[config.mk]
export PLATFORM = sky130hd
export DESIGN_NAME = wkc_top
export DESIGN_NICKNAME = d
export VERILOG_FILES = /design/src/hw/wkc_pkg.sv /design/src/hw/wkc_filter.sv /design/src/hw/wkc_top.sv
export SDC_FILE = /design/constraint.sdc
export NUM_CORES = 1
export LEC_CHECK = 0
export BUFFER_PORTS_ARGS = -buffer_cell sky130_fd_sc_hd__buf_2
export CAP_MARGIN = 20
export CORE_MARGIN = 4
export CORE_UTILIZATION = 56
export CTS_CLUSTER_DIAMETER = 120
export DETAILED_ROUTE_END_ITERATION = 7
export MAX_ROUTING_LAYER = met4
export PLACE_DENSITY_LB_ADDON = 0.25
export SYNTH_ARGS = -nofsm -noshare
export SYNTH_HDL_FRONTEND = slang
export SYNTH_SLANG_ARGS = --single-unit
[constraint.sdc]
create_clock -name mclk -period 3.3 [get_ports mclk]
set_input_delay 0.99 -clock mclk [delete_from_list [all_inputs] [get_ports mclk]]
set_output_delay 0.99 -clock mclk [all_outputs]
set_load 0.02 [all_outputs]
[src/hw/wkc_pkg.sv]
/*
 * Package for the wake input configuration block: codes, field layouts,
 * filter times and the counts derived from them.
 * Assumes the block runs from the internal oscillator at 20 MHz.
 */
package wkc_pkg;
	// ==========================================
	// Clock and filter timing
	localparam int CLK_PERIOD_NS = 50;
	localparam int FILT_SHORT_US = 16;
	localparam int FILT_LONG_US  = 64;
	localparam int FILT_SHORT_CYC = (FILT_SHORT_US * 1000 + CLK_PERIOD_NS - 1) / CLK_PERIOD_NS;
	localparam int FILT_LONG_CYC  = (FILT_LONG_US * 1000 + CLK_PERIOD_NS - 1) / CLK_PERIOD_NS;
	localparam int CNT_W = 11;

	// ==========================================
	// Field layouts
	localparam int NUM_INPUTS = 3;
	localparam int FIELD_W    = 2;

	typedef logic [FIELD_W-1:0] wkc_field_t;

	// Pull selection codes.
	localparam wkc_field_t PULL_NONE = 2'h0;
	localparam wkc_field_t PULL_DOWN = 2'h1;
	localparam wkc_field_t PULL_UP   = 2'h2;
	localparam wkc_field_t PULL_AUTO = 2'h3;

	// Detection mode codes.
	localparam wkc_field_t DET_STATIC_SHORT = 2'h0;
	localparam wkc_field_t DET_STATIC_LONG  = 2'h1;
	localparam wkc_field_t DET_CYCLIC_ONE   = 2'h2;
	localparam wkc_field_t DET_CYCLIC_TWO   = 2'h3;

	// Operating modes as seen by this block.
	typedef enum logic [2:0] {
		WKC_MODE_NORMAL,
		WKC_MODE_STOP,
		WKC_MODE_SLEEP,
		WKC_MODE_FAILSAFE,
		WKC_MODE_RESTART,
		WKC_MODE_OTHER
	} wkc_mode_e;

	localparam logic [NUM_INPUTS-1:0] IN_ALL_ZERO = 3'h0;
	localparam logic [NUM_INPUTS-1:0] IN_ONE_TWO  = 3'h3;
	localparam logic [NUM_INPUTS-1:0] IN_THREE    = 3'h4;
endpackage

[src/hw/wkc_filter.sv]
/*
 * Per input crossing filter: a level change starts the selected filter time
 * and the new level is accepted only if it holds for the whole time.
 * Assumes the input is already synchronised to mclk.
 */
`timescale 1ns/1ns
module wkc_filter (
	input  wire logic                       mclk,
	input  wire logic                       rst_n,
	input  wire logic                       level_in,
	input  wire logic                       long_sel,
	input  wire logic                       sample_en,
	output logic                            level_out,
	output logic                            edge_pulse
);
	import wkc_pkg::*;

	logic [CNT_W-1:0] cnt;
	logic [CNT_W-1:0] next_cnt;
	logic             next_level_out;
	logic             next_edge_pulse;
	logic [CNT_W-1:0] limit;

	// ==========================================
	// Filter counter
	always_comb begin
		limit = long_sel ? CNT_W'(FILT_LONG_CYC) : CNT_W'(FILT_SHORT_CYC);
		next_cnt = '0;
		next_level_out = level_out;
		next_edge_pulse = 1'b0;
		// A crossing back inside the interval clears the count, so the next change restarts the filter time.
		if (sample_en && (level_in != level_out)) begin
			if (cnt + CNT_W'(1) >= limit) begin
				next_level_out = level_in;
				next_edge_pulse = 1'b1;
			end else begin
				next_cnt = cnt + CNT_W'(1);
			end
		end
	end

	always_ff @(posedge mclk or negedge rst_n) begin
		if (!rst_n) begin
			cnt <= '0;
			level_out <= 1'b0;
			edge_pulse <= 1'b0;
		end else begin
			cnt <= next_cnt;
			level_out <= next_level_out;
			edge_pulse <= next_edge_pulse;
		end
	end

	// ==========================================
	// Checks
	a_filter_min_hold: assert property (@(posedge mclk) disable iff (!rst_n)
		$rose(edge_pulse) |-> $past(level_in != level_out, 2))
		else $error("Edge accepted without a prior differing level.");
endmodule

[src/hw/wkc_top.sv]
/*
 * Wake input configuration and measurement gating for three wake inputs.
 * Assumes the comparator outputs arrive asynchronously, the operating mode and
 * cycle timer sample strobes come from logic on mclk.
 */
//
// Contract
// - Pull code 00 none, 01 pull-down, 10 pull-up, 11 automatic switching.
// - Automatic mode pulls up on high level, down on low level.
// - Detect code 00 static 16us filter, 01 static 64us filter.
// - Detect code 10 cyclic timer one, 11 cyclic timer two, 16us filter.
// - After reset measurement is off, switch open, inputs one and two normal.
// - With measurement on, switch closes only in normal mode.
// - Measurement mode kills pulls and gates detection of inputs one and two.
// - Settings for inputs one and two stay writable but are ignored.
// - Measurement mode freezes wake and level status of inputs one and two.
// - Sleep with only inputs one/two enabled under measurement sets fault, restarts.
// - Both edges wake: interrupt in normal/stop, wake from sleep/fail-safe.
// - A crossing must hold for the whole filter time to count.
// - Level status shows present or last sampled level in normal and stop.
`timescale 1ns/1ns
module wkc_top
	import wkc_pkg::*;
(
	input  wire logic                         mclk,
	input  wire logic                         rst_n,
	input  wire logic [wkc_pkg::NUM_INPUTS-1:0] comp_in,
	input  wire logic [5:0]                   pull_config_reg,
	input  wire logic [5:0]                   filter_config_reg,
	input  wire logic [wkc_pkg::NUM_INPUTS-1:0] wake_enable_reg,
	input  wire logic                         measure_enable,
	input  wire wkc_pkg::wkc_mode_e           op_mode,
	input  wire logic                         sleep_cmd,
	input  wire logic                         cycle_timer_one_sample,
	input  wire logic                         cycle_timer_two_sample,
	input  wire logic [wkc_pkg::NUM_INPUTS-1:0] wake_flags_clear,
	output logic [wkc_pkg::NUM_INPUTS-1:0]    pull_up_en,
	output logic [wkc_pkg::NUM_INPUTS-1:0]    pull_down_en,
	output logic                              measure_switch,
	output logic [wkc_pkg::NUM_INPUTS-1:0]    wake_flags_primary,
	output logic [wkc_pkg::NUM_INPUTS-1:0]    pin_level_status,
	output logic                              wake_int_req,
	output logic                              wake_up_req,
	output logic                              cmd_fault,
	output logic                              restart_req
);
	import wkc_pkg::*;

	// ==========================================
	// Input synchroniser
	// The first stage feeds only the second; all logic reads the second.
	logic [NUM_INPUTS-1:0] sync_a;
	logic [NUM_INPUTS-1:0] sync_b;

	always_ff @(posedge mclk or negedge rst_n) begin
		if (!rst_n) begin
			sync_a <= '0;
			sync_b <= '0;
		end else begin
			sync_a <= comp_in;
			sync_b <= sync_a;
		end
	end

	function automatic wkc_field_t field_of(input logic [5:0] reg_v, input int idx);
		field_of = reg_v[idx*FIELD_W +: FIELD_W];
	endfunction

	// ==========================================
	// Per input detection path
	logic [NUM_INPUTS-1:0] gated;
	logic [NUM_INPUTS-1:0] filt_level;
	logic [NUM_INPUTS-1:0] filt_edge;
	logic [NUM_INPUTS-1:0] long_sel;
	logic [NUM_INPUTS-1:0] sample_en;
	logic                  normal_or_stop;

	assign normal_or_stop = (op_mode == WKC_MODE_NORMAL) || (op_mode == WKC_MODE_STOP);

	always_comb begin
		for (int i = 0; i < NUM_INPUTS; i++) begin
			// Inputs one and two are gated off while measuring.
			gated[i] = measure_enable && IN_ONE_TWO[i];
			// Only config 01 selects the long filter; cyclic modes use the short one.
			long_sel[i] = (field_of(filter_config_reg, i) == DET_STATIC_LONG);
			case (field_of(filter_config_reg, i))
				DET_CYCLIC_ONE: sample_en[i] = cycle_timer_one_sample && !gated[i];
				DET_CYCLIC_TWO: sample_en[i] = cycle_timer_two_sample && !gated[i];
				default:        sample_en[i] = !gated[i];
			endcase
		end
	end

	for (genvar g = 0; g < NUM_INPUTS; g++) begin : g_filt
		wkc_filter u_filt (
			.mclk       (mclk),
			.rst_n      (rst_n),
			.level_in   (sync_b[g]),
			.long_sel   (long_sel[g]),
			.sample_en  (sample_en[g]),
			.level_out  (filt_level[g]),
			.edge_pulse (filt_edge[g])
		);
	end

	// ==========================================
	// Pull sources
	logic [NUM_INPUTS-1:0] next_pull_up_en;
	logic [NUM_INPUTS-1:0] next_pull_down_en;

	always_comb begin
		for (int i = 0; i < NUM_INPUTS; i++) begin
			next_pull_up_en[i] = 1'b0;
			next_pull_down_en[i] = 1'b0;
			// Pull settings of gated inputs are kept but ignored.
			if (!gated[i]) begin
				case (field_of(pull_config_reg, i))
					PULL_NONE: begin end
					PULL_DOWN: next_pull_down_en[i] = 1'b1;
					PULL_UP:   next_pull_up_en[i] = 1'b1;
					PULL_AUTO: begin
						// Follows the filtered level so glitches do not toggle the source.
						next_pull_up_en[i] = filt_level[i];
						next_pull_down_en[i] = !filt_level[i];
					end
					default: begin end
				endcase
			end
		end
	end

	// ==========================================
	// Status, wake events and sleep check
	logic [NUM_INPUTS-1:0] next_wake_flags;
	logic [NUM_INPUTS-1:0] next_level_status;
	logic [NUM_INPUTS-1:0] wake_hit;
	logic                  next_wake_int_req;
	logic                  next_wake_up_req;
	logic                  next_cmd_fault;
	logic                  next_restart_req;
	logic                  next_measure_switch;
	logic [NUM_INPUTS-1:0] eff_enable;

	always_comb begin
		// Wake enables of gated inputs count for the sleep check only.
		eff_enable = wake_enable_reg & ~(measure_enable ? IN_ONE_TWO : IN_ALL_ZERO);
		wake_hit = filt_edge & eff_enable;
		// The set wins over a clear in the same cycle; gated inputs never set.
		next_wake_flags = (wake_flags_primary & ~wake_flags_clear) | wake_hit;
		next_level_status = pin_level_status;
		for (int i = 0; i < NUM_INPUTS; i++) begin
			if (normal_or_stop && !gated[i]) begin
				next_level_status[i] = filt_level[i];
			end
		end
		next_wake_int_req = normal_or_stop && (wake_hit != IN_ALL_ZERO);
		next_wake_up_req = ((op_mode == WKC_MODE_SLEEP) || (op_mode == WKC_MODE_FAILSAFE))
			&& (wake_hit != IN_ALL_ZERO);
		next_cmd_fault = cmd_fault;
		next_restart_req = 1'b0;
		// Only one/two enabled, none of input three: sleep would never wake.
		if (sleep_cmd && measure_enable && ((wake_enable_reg & IN_ONE_TWO) != IN_ALL_ZERO)
			&& ((wake_enable_reg & IN_THREE) == IN_ALL_ZERO)) begin
			next_cmd_fault = 1'b1;
			next_restart_req = 1'b1;
		end
		// Registered copy; the one cycle lag is the price of a flop-driven output.
		next_measure_switch = measure_enable && (op_mode == WKC_MODE_NORMAL);
	end

	always_ff @(posedge mclk or negedge rst_n) begin
		if (!rst_n) begin
			pull_up_en <= '0;
			pull_down_en <= '0;
			measure_switch <= 1'b0;
			wake_flags_primary <= '0;
			pin_level_status <= '0;
			wake_int_req <= 1'b0;
			wake_up_req <= 1'b0;
			cmd_fault <= 1'b0;
			restart_req <= 1'b0;
		end else begin
			pull_up_en <= next_pull_up_en;
			pull_down_en <= next_pull_down_en;
			measure_switch <= next_measure_switch;
			wake_flags_primary <= next_wake_flags;
			pin_level_status <= next_level_status;
			wake_int_req <= next_wake_int_req;
			wake_up_req <= next_wake_up_req;
			cmd_fault <= next_cmd_fault;
			restart_req <= next_restart_req;
		end
	end

	// ==========================================
	// Checks
	a_switch_normal_only: assert property (@(posedge mclk) disable iff (!rst_n)
		measure_switch |-> $past(measure_enable && op_mode == WKC_MODE_NORMAL))
		else $error("Measure switch closed outside normal mode.");

	a_switch_follows: assert property (@(posedge mclk) disable iff (!rst_n)
		(measure_enable && op_mode == WKC_MODE_NORMAL) |=> measure_switch)
		else $error("Measure switch failed to close.");

	a_pull_gated: assert property (@(posedge mclk) disable iff (!rst_n)
		$past(measure_enable) |-> (pull_up_en[1:0] == 2'h0 && pull_down_en[1:0] == 2'h0))
		else $error("Pull active on gated input.");

	a_pull_code_up: assert property (@(posedge mclk) disable iff (!rst_n)
		(!measure_enable && pull_config_reg[5:4] == PULL_UP) |=> (pull_up_en[2] && !pull_down_en[2]))
		else $error("Pull-up code not applied.");

	a_pull_auto: assert property (@(posedge mclk) disable iff (!rst_n)
		(pull_config_reg[5:4] == PULL_AUTO) |=> (pull_up_en[2] == $past(filt_level[2]))
			&& (pull_down_en[2] != pull_up_en[2]))
		else $error("Automatic pull does not follow level.");

	a_flags_frozen: assert property (@(posedge mclk) disable iff (!rst_n)
		(measure_enable && wake_flags_clear[1:0] == 2'h0) |=> !$rose(wake_flags_primary[0])
			&& !$rose(wake_flags_primary[1]))
		else $error("Gated input flag updated.");

	a_level_frozen: assert property (@(posedge mclk) disable iff (!rst_n)
		measure_enable |=> (pin_level_status[1:0] == $past(pin_level_status[1:0])))
		else $error("Gated input level status updated.");

	a_sleep_fault: assert property (@(posedge mclk) disable iff (!rst_n)
		(sleep_cmd && measure_enable && wake_enable_reg == 3'h1) |=> (cmd_fault && restart_req))
		else $error("Sleep check missed fault.");

	a_restart_cause: assert property (@(posedge mclk) disable iff (!rst_n)
		!sleep_cmd |=> !restart_req)
		else $error("Restart requested without a sleep command.");

	a_wake_interrupt: assert property (@(posedge mclk) disable iff (!rst_n)
		(filt_edge[2] && wake_enable_reg[2] && normal_or_stop) |=> (wake_int_req && wake_flags_primary[2]))
		else $error("Wake edge did not raise interrupt.");

	a_wake_from_sleep: assert property (@(posedge mclk) disable iff (!rst_n)
		(filt_edge[2] && wake_enable_reg[2] && op_mode == WKC_MODE_SLEEP) |=> wake_up_req)
		else $error("Wake edge did not wake from sleep.");
endmodule

==> impl_metrics.toml, run 1 <==
[outcome]
status = "finished, final reports clean"

[worst_hold_path]
hold_path.class = "reg -> reg"

[synth]
synth_cell_types = 55
syn_area_um2 = 3047
syn_inst = 282
ys_ff_latch = 62
syn-num-nets = 321
synthArstFlopShare = 1.000
ys_seq_area_frac = 0.5092
synth.avg_cell_area_um2 = 10.80
ys_warn_count = 0
synth-edff-count = 0
synthFlopType = "dfrtp_1"

[cts]
cts-root-buf = "clkbuf_8"
cts_setup_buffers = 0
clk_pin_slew_ps = 60
cts_tree = "built"
cts_sinks = 62
clk_latency_ps = 320
cts-hold-fix-buffers = 0
h-tree-depth = 3
clockBufferDepth = 2
cts_resized = 0
numCtsBuffers = 9

[route]
drcViolationCount = 0
vias_per_cell = 5.612
drt-met1-wl_um = 2694
wl_per_cell_um = 14.58
vias = 2284
drt_iter0_markers = 132
met2WireLength_um = 2772
ant_nets = 0
drtPass1Iterations = 4
wl_um = 5934
wl_met3_um = 330
highest_layer = "met4"

[global_route]
grt_use_total = 0.2066
grt_pass1_vias = 2259
grt_first_pass_wirelength_um = 10090
grt_overflow = 0
antenna_found_initial = 0
grt_max_degree = 36

[worst_setup_path]
crit_type = "reg -> reg"
r2r_cells = 9
cp_max_fo = 14
crit_path_start = "g_filt[2].u_filt.cnt[0]$_DFF_PN0_"
end_kind = "flop"
reg2reg_to = "g_filt[2].u_filt.level_out$_DFFE_PN0P_"
crit_path_end = "g_filt[2].u_filt.level_out$_DFFE_PN0P_"
r2r_start = "g_filt[2].u_filt.cnt[0]$_DFF_PN0_"
cp.arrival_ps = 2780
r2r_slack_ps = 720
worst_ep_required_time_ps = 3500
start_kind = "flop"

[place]
io_buffers = 46
dp_hpwl_um = 4399
dp.cells = 393
pre_cts_slack_ps = 623.6
place_congestion = 0.8482

[cells_and_area]
utilization = 0.6769
fin_cells = 407
multi_input_area_um2 = 1404
area_growth_pct = 15.65
diodes = 0
layout-drive-gt1-share = 0.2315
nets = 373
fill_cells = 408
regArea_um2 = 1551

[die]
die_h_um = 81.76
initial_core_util = 0.5853
num_io_pins = 47
die-area_um2 = 6685
core_um2 = 5205
die_x_um = 81.76
row_count = 26

[power_and_ir_drop]
power.density_nw_per_um2 = 413.5
comb_power_share = 0.066
p_seq_frac = 0.537
internal-power_w = 0.001134
p_leak_nw = 1.625
vdd_drop_max_mv = 0.2861
swShare = 0.2218
clkPwrFrac = 0.398
p_switching_w = 0.0003232

[timing]
drv_slew = 0
fin_crit_ps = 2582
finalClockSkew_ps = 3.566
hold_violations = 0
fin_crit_sh = 0.7824
fmax_mhz = 387.3
setup_ws_ps = 718.2
setup_viol = 0
worst_slew_pin_slew_ps = 638.3
tns_ps = 0
rsz0062_at_grt = "no"
relSlewSlack = 0.5745
whs_ps = 351.7

[job]
maxCapViolations = 0
critical path: stages (launching register included):
cell      delay [ps]
dfrtp_1          410
ha_1             300
nand3_1          110
nor3_1           200
xor2_1           200
ha_1             500
o211ai_1         200
nand2_1           90
o21ai_0           80
or3_1            370
flip-flops by register name (all words and copies together) (netlist names):
name	count
wake_flags_primary	3
sync_b	3
pull_down_en	3
pull_up_en	3
g_filt.u_filt.cnt	33
wake_up_req	1
cmd_fault	1
g_filt.u_filt.level_out	3
measure_switch	1
wake_int_req	1
g_filt.u_filt.edge_pulse	3
restart_req	1
sync_a	3
pin_level_status	3
cell usage after synthesis (5+ instances only):
library cell  count  area, um^2
nor4_1           12       75.07
nand4_1           5       31.28
nor2_1           19       71.32
o21ai_0           9       45.04
dfrtp_1          62        1551
xnor2_1          16       140.1
ha_1              9       112.6
xor2_1           12       105.1
nor3_1           15       75.07
and3_1            7       43.79
nand2_1          18       67.56
nand3_1          14       70.07
inv_1            13       48.80
through the flow:
stage	total power, W	area, um^2
6_report	0.001457	3523
5_1_grt	0.001530	3523
4_1_cts	0.001477	3523
3_5_place_dp	0.0008934	3349
3_3_place_gp	0.0008913	3349
2_1_floorplan	0.0008392	3047
layout make-up:
class	count	area share
Sequential cell	62	0.4403
Tap cell	70	0.02486
Inverter	13	0.01385
Timing Repair Buffer	48	0.07315
Clock inverter	1	0.001420
Clock buffer	13	0.04794
Multi-Input combinational cell	200	0.3984
cell families after synthesis:
kind of cell	synth area share
compound gates	0.1068
xor+xnor	0.08049
fa+ha+maj	0.03696
buf+inv	0.02998
flops	0.5092
mux	0.02053
simple gates	0.2160
cell usage in the layout, fill, tap and decap left out, types with 2 or more instances in the layout:
cell,synthesis,routed
buf_2,1,46
o211a_1,2,2
nand3_4,2,2
nor3b_1,2,2
and3_1,7,7
mux2_2,2,2
a211oi_2,2,2
o211ai_1,2,2
or3_1,2,2
o31ai_1,4,4
o22ai_1,2,2
nor2b_1,3,3
nand4_1,5,5
a211oi_1,4,4
mux2i_1,4,4
inv_1,13,13
nand2_1,18,18
o21ai_0,9,9
dfrtp_1,62,62
nand3_1,14,14
ha_1,9,9
xor2_1,12,12
clkbuf_8,0,12
nor4b_1,4,4
xnor2_1,16,16
o21a_1,2,2
nor2_1,19,19
nor3_1,15,15
nor4_1,12,12
nand2b_1,3,3
worst min path at each step:
stage / from / end / slack (ps) / cells after the start
final: sync_a[1]$_DFF_PN0_ / sync_b[1]$_DFF_PN0_ / 350 / 0
after global routing: sync_a[1]$_DFF_PN0_ / sync_b[1]$_DFF_PN0_ / 370 / 0
after CTS: sync_a[0]$_DFF_PN0_ / sync_b[0]$_DFF_PN0_ / 350 / 0
after detailed placement: sync_a[0]$_DFF_PN0_ / sync_b[0]$_DFF_PN0_ / 340 / 0
after global placement: sync_a[1]$_DFF_PN0_ / sync_b[1]$_DFF_PN0_ / 330 / 0
after floorplan: sync_a[0]$_DFF_PN0_ / sync_b[0]$_DFF_PN0_ / 330 / 0
per-layer routing:
metal / vias up / global-route usage
met2: 78 / 0.3142
met4: 0 / 0.1096
li1: 1129 / -
met3: 13 / 0.03838
met5: - / -
met1: 1064 / 0.2627
power groups by stage:
stage	combinational (W)	sequential [W]	clock (W)
3_5_place_dp	0.0000972	0.000796	0
5_1_grt	0.000109	0.000783	0.000638
3_3_place_gp	0.0000959	0.000795	0
4_1_cts	0.0000975	0.000782	0.000598
2_1_floorplan	0.0000389	0.000800	0
6_report	0.0000956	0.000782	0.000579
(Power assumes the default switching activity.)
==> inputs of run 2 (changes only) <==
--- a/config.mk
+++ b/config.mk
@@ -8,7 +8,7 @@
 export BUFFER_PORTS_ARGS = -buffer_cell sky130_fd_sc_hd__buf_2
 export CAP_MARGIN = 20
 export CORE_MARGIN = 4
-export CORE_UTILIZATION = 56
+export CORE_UTILIZATION = 51
 export CTS_CLUSTER_DIAMETER = 120
 export DETAILED_ROUTE_END_ITERATION = 7
 export MAX_ROUTING_LAYER = met4
==> constraint.sdc (replaced) <==
create_clock -name mclk -period 2.35 [get_ports mclk]
set_input_delay 0.705 -clock mclk [delete_from_list [all_inputs] [get_ports mclk]]
set_output_delay 0.705 -clock mclk [all_outputs]
set_load 0.02 [all_outputs]
==> run 2 against run 1 <==
Power up 45%. Clock power rose by 50%. Hold slack worse by 4.7 ps. Largest power group unchanged. Fmax is 14% higher. Combinational power increased by 61%. Die area is 8.8% higher. Sequential power grew 41%. Largest cell class unchanged. Critical path depth increased by 1. Non-clock buffer count up 24.
==> impl_metrics.toml, run 2 (synthesized netlist as in run 1, its figures left out) <==
[global_route]
grt_first_pass_wirelength_um = 10760
grt_overflow = 0
grt_pass1_vias = 2328
grt_use_total = 0.1880
antenna_found_initial = 0
grt_max_degree = 63

[route]
vias_per_cell = 5.438
ant_nets = 0
wl_per_cell_um = 14.71
drtPass1Iterations = 4
drcViolationCount = 0
wl_um = 6353
vias = 2349
drt_iter0_markers = 95

[cells_and_area]
area_growth_pct = 25.01
fill_cells = 425
largest_register_ffs = 33
max_flop_register = "g_filt.u_filt.cnt"
layout-drive-gt1-share = 0.3306
nets = 397
mostFrequentLayoutCells = "dfrtp_1 (60), buf_2 (46), buf_4 (25), nand2_1 (17), nor2_1 (17)"
diodes = 0
final_common_cell = "dfrtp_1"

[cts]
cts-hold-fix-buffers = 0
clk_pin_slew_ps = 60
cts_sinks = 62
h-tree-depth = 3
clockBufferDepth = 2
numCtsBuffers = 9
cts-root-buf = "clkbuf_8"
clk_latency_ps = 320
cts_tree = "built"

[worst_setup_path]
critPathSlowestCell = "dfrtp_2"
worst_ep_required_time_ps = 2580
cp.arrival_ps = 2500
cp_slowest_stage_delay_ps = 430
cp_max_fo = 5
crit_type = "reg -> reg"
end_kind = "flop"
critical_path.cell_chain = "ha_1 > nand3_1 > xor2_2 > ha_1 > and3_1 > a211oi_2 > o21a_1 > buf_4 > nand3_1 > o211ai_1"
start_kind = "flop"

[timing]
worst_slew_pin_slew_ps = 550.2
hold_violations = 0
drv_slew = 0
setup_viol = 0
setup_ws_ps = 88.70
relSlewSlack = 0.6326
finalClockSkew_ps = 6.037
fin_crit_sh = 0.9623
fmax_mhz = 442.2
fin_crit_ps = 2261
rsz0062_at_grt = "yes"

[die]
num_io_pins = 47
core_um2 = 5642
die_x_um = 85.29
row_count = 27
die_h_um = 85.29
die-area_um2 = 7274
initial_core_util = 0.5400

[power_and_ir_drop]
p_leak_nw = 1.767
vdd_drop_max_mv = 0.4376
p_total_w = 0.002119
power.density_nw_per_um2 = 556.5

[worst_hold_path]
hold_path.class = "reg -> reg"

[place]
pre_cts_slack_ps = -28.01
dp_hpwl_um = 4404
place_congestion = 0.7869
io_buffers = 46

[outcome]
status = "finished, final reports clean"

[job]
maxCapViolations = 0
==> run 2: area by class of cell <==
type	instances	area, um^2	share of cell area
Timing Repair Buffer	72	437.9	0.1150
Tap cell	72	90.09	0.02365
Sequential cell	62	1554	0.4080
Clock inverter	2	35.03	0.009198
Clock buffer	11	141.4	0.03712
Inverter	13	48.80	0.01281
Multi-Input combinational cell	200	1501	0.3942
==> run 2: final timing paths <==
path | cells past startpoint | slack (ps) | from | end
min | 0 | 350 | sync_a[1]$_DFF_PN0_ | sync_b[1]$_DFF_PN0_
max | 10 | 90 | g_filt[1].u_filt.cnt[1]$_DFF_PN0_ | g_filt[1].u_filt.level_out$_DFFE_PN0P_
min in group asynchronous | 2 | 380 | rst_n | wake_int_req$_DFF_PN0_
max in group asynchronous | 2 | 1680 | rst_n | g_filt[1].u_filt.cnt[1]$_DFF_PN0_
max reg2reg | 10 | 90 | g_filt[1].u_filt.cnt[1]$_DFF_PN0_ | g_filt[1].u_filt.level_out$_DFFE_PN0P_
min reg2reg | 0 | 350 | sync_a[1]$_DFF_PN0_ | sync_b[1]$_DFF_PN0_
==> run 2: where the power goes <==
group	switching [W]	internal, W
Combinational	0.0000910	0.0000634
Clock	0.000368	0.000500
Sequential	0.0000115	0.00109
==> run 2: through the flow <==
stage | hold slack, ps | instance area, um^2 | util | instances | TNS, ps
6_report | 347.0 | 3809 | 0.6751 | 432 | 0
5_1_grt | 355.8 | 3809 | 0.6751 | 432 | -418.1
4_1_cts | 348.4 | 3680 | 0.6523 | 428 | 0
3_5_place_dp | 334.7 | 3502 | 0.6208 | 415 | -150.4
3_3_place_gp | 334.6 | 3502 | 0.6208 | 415 | 0
2_1_floorplan | 331.2 | 3047 | - | 282 | 0
==> run 2: routing by layer <==
metal,share of wire,track usage,wire (um),vias to the layer above
met2,0.46,0.2761,2919,56
li1,-,-,-,1172
met1,0.46,0.2512,2938,1115
met4,0.016,0.06763,100,0
met3,0.062,0.04854,394,6
met5,0,-,0,-
==> run 2: repair_timing <==
| action | CTS | global route |
|---|---|---|
| resized for setup | 1 | 22 |
| buffers inserted | 0 | 4 |
| pin swaps | 0 | 6 |
| setup endpoints to repair | 5 | 32 |
==> run 2: critical path: cells and delay by family, from the launching register on <==
family	cells	cell delay, ps
adders and majority gates	2	460
buffers and inverters	1	140
AOI/OAI and AO/OA	3	530
DFF	1	430
xor gates and xnor gates	1	190
and+or+nand+nor	3	420
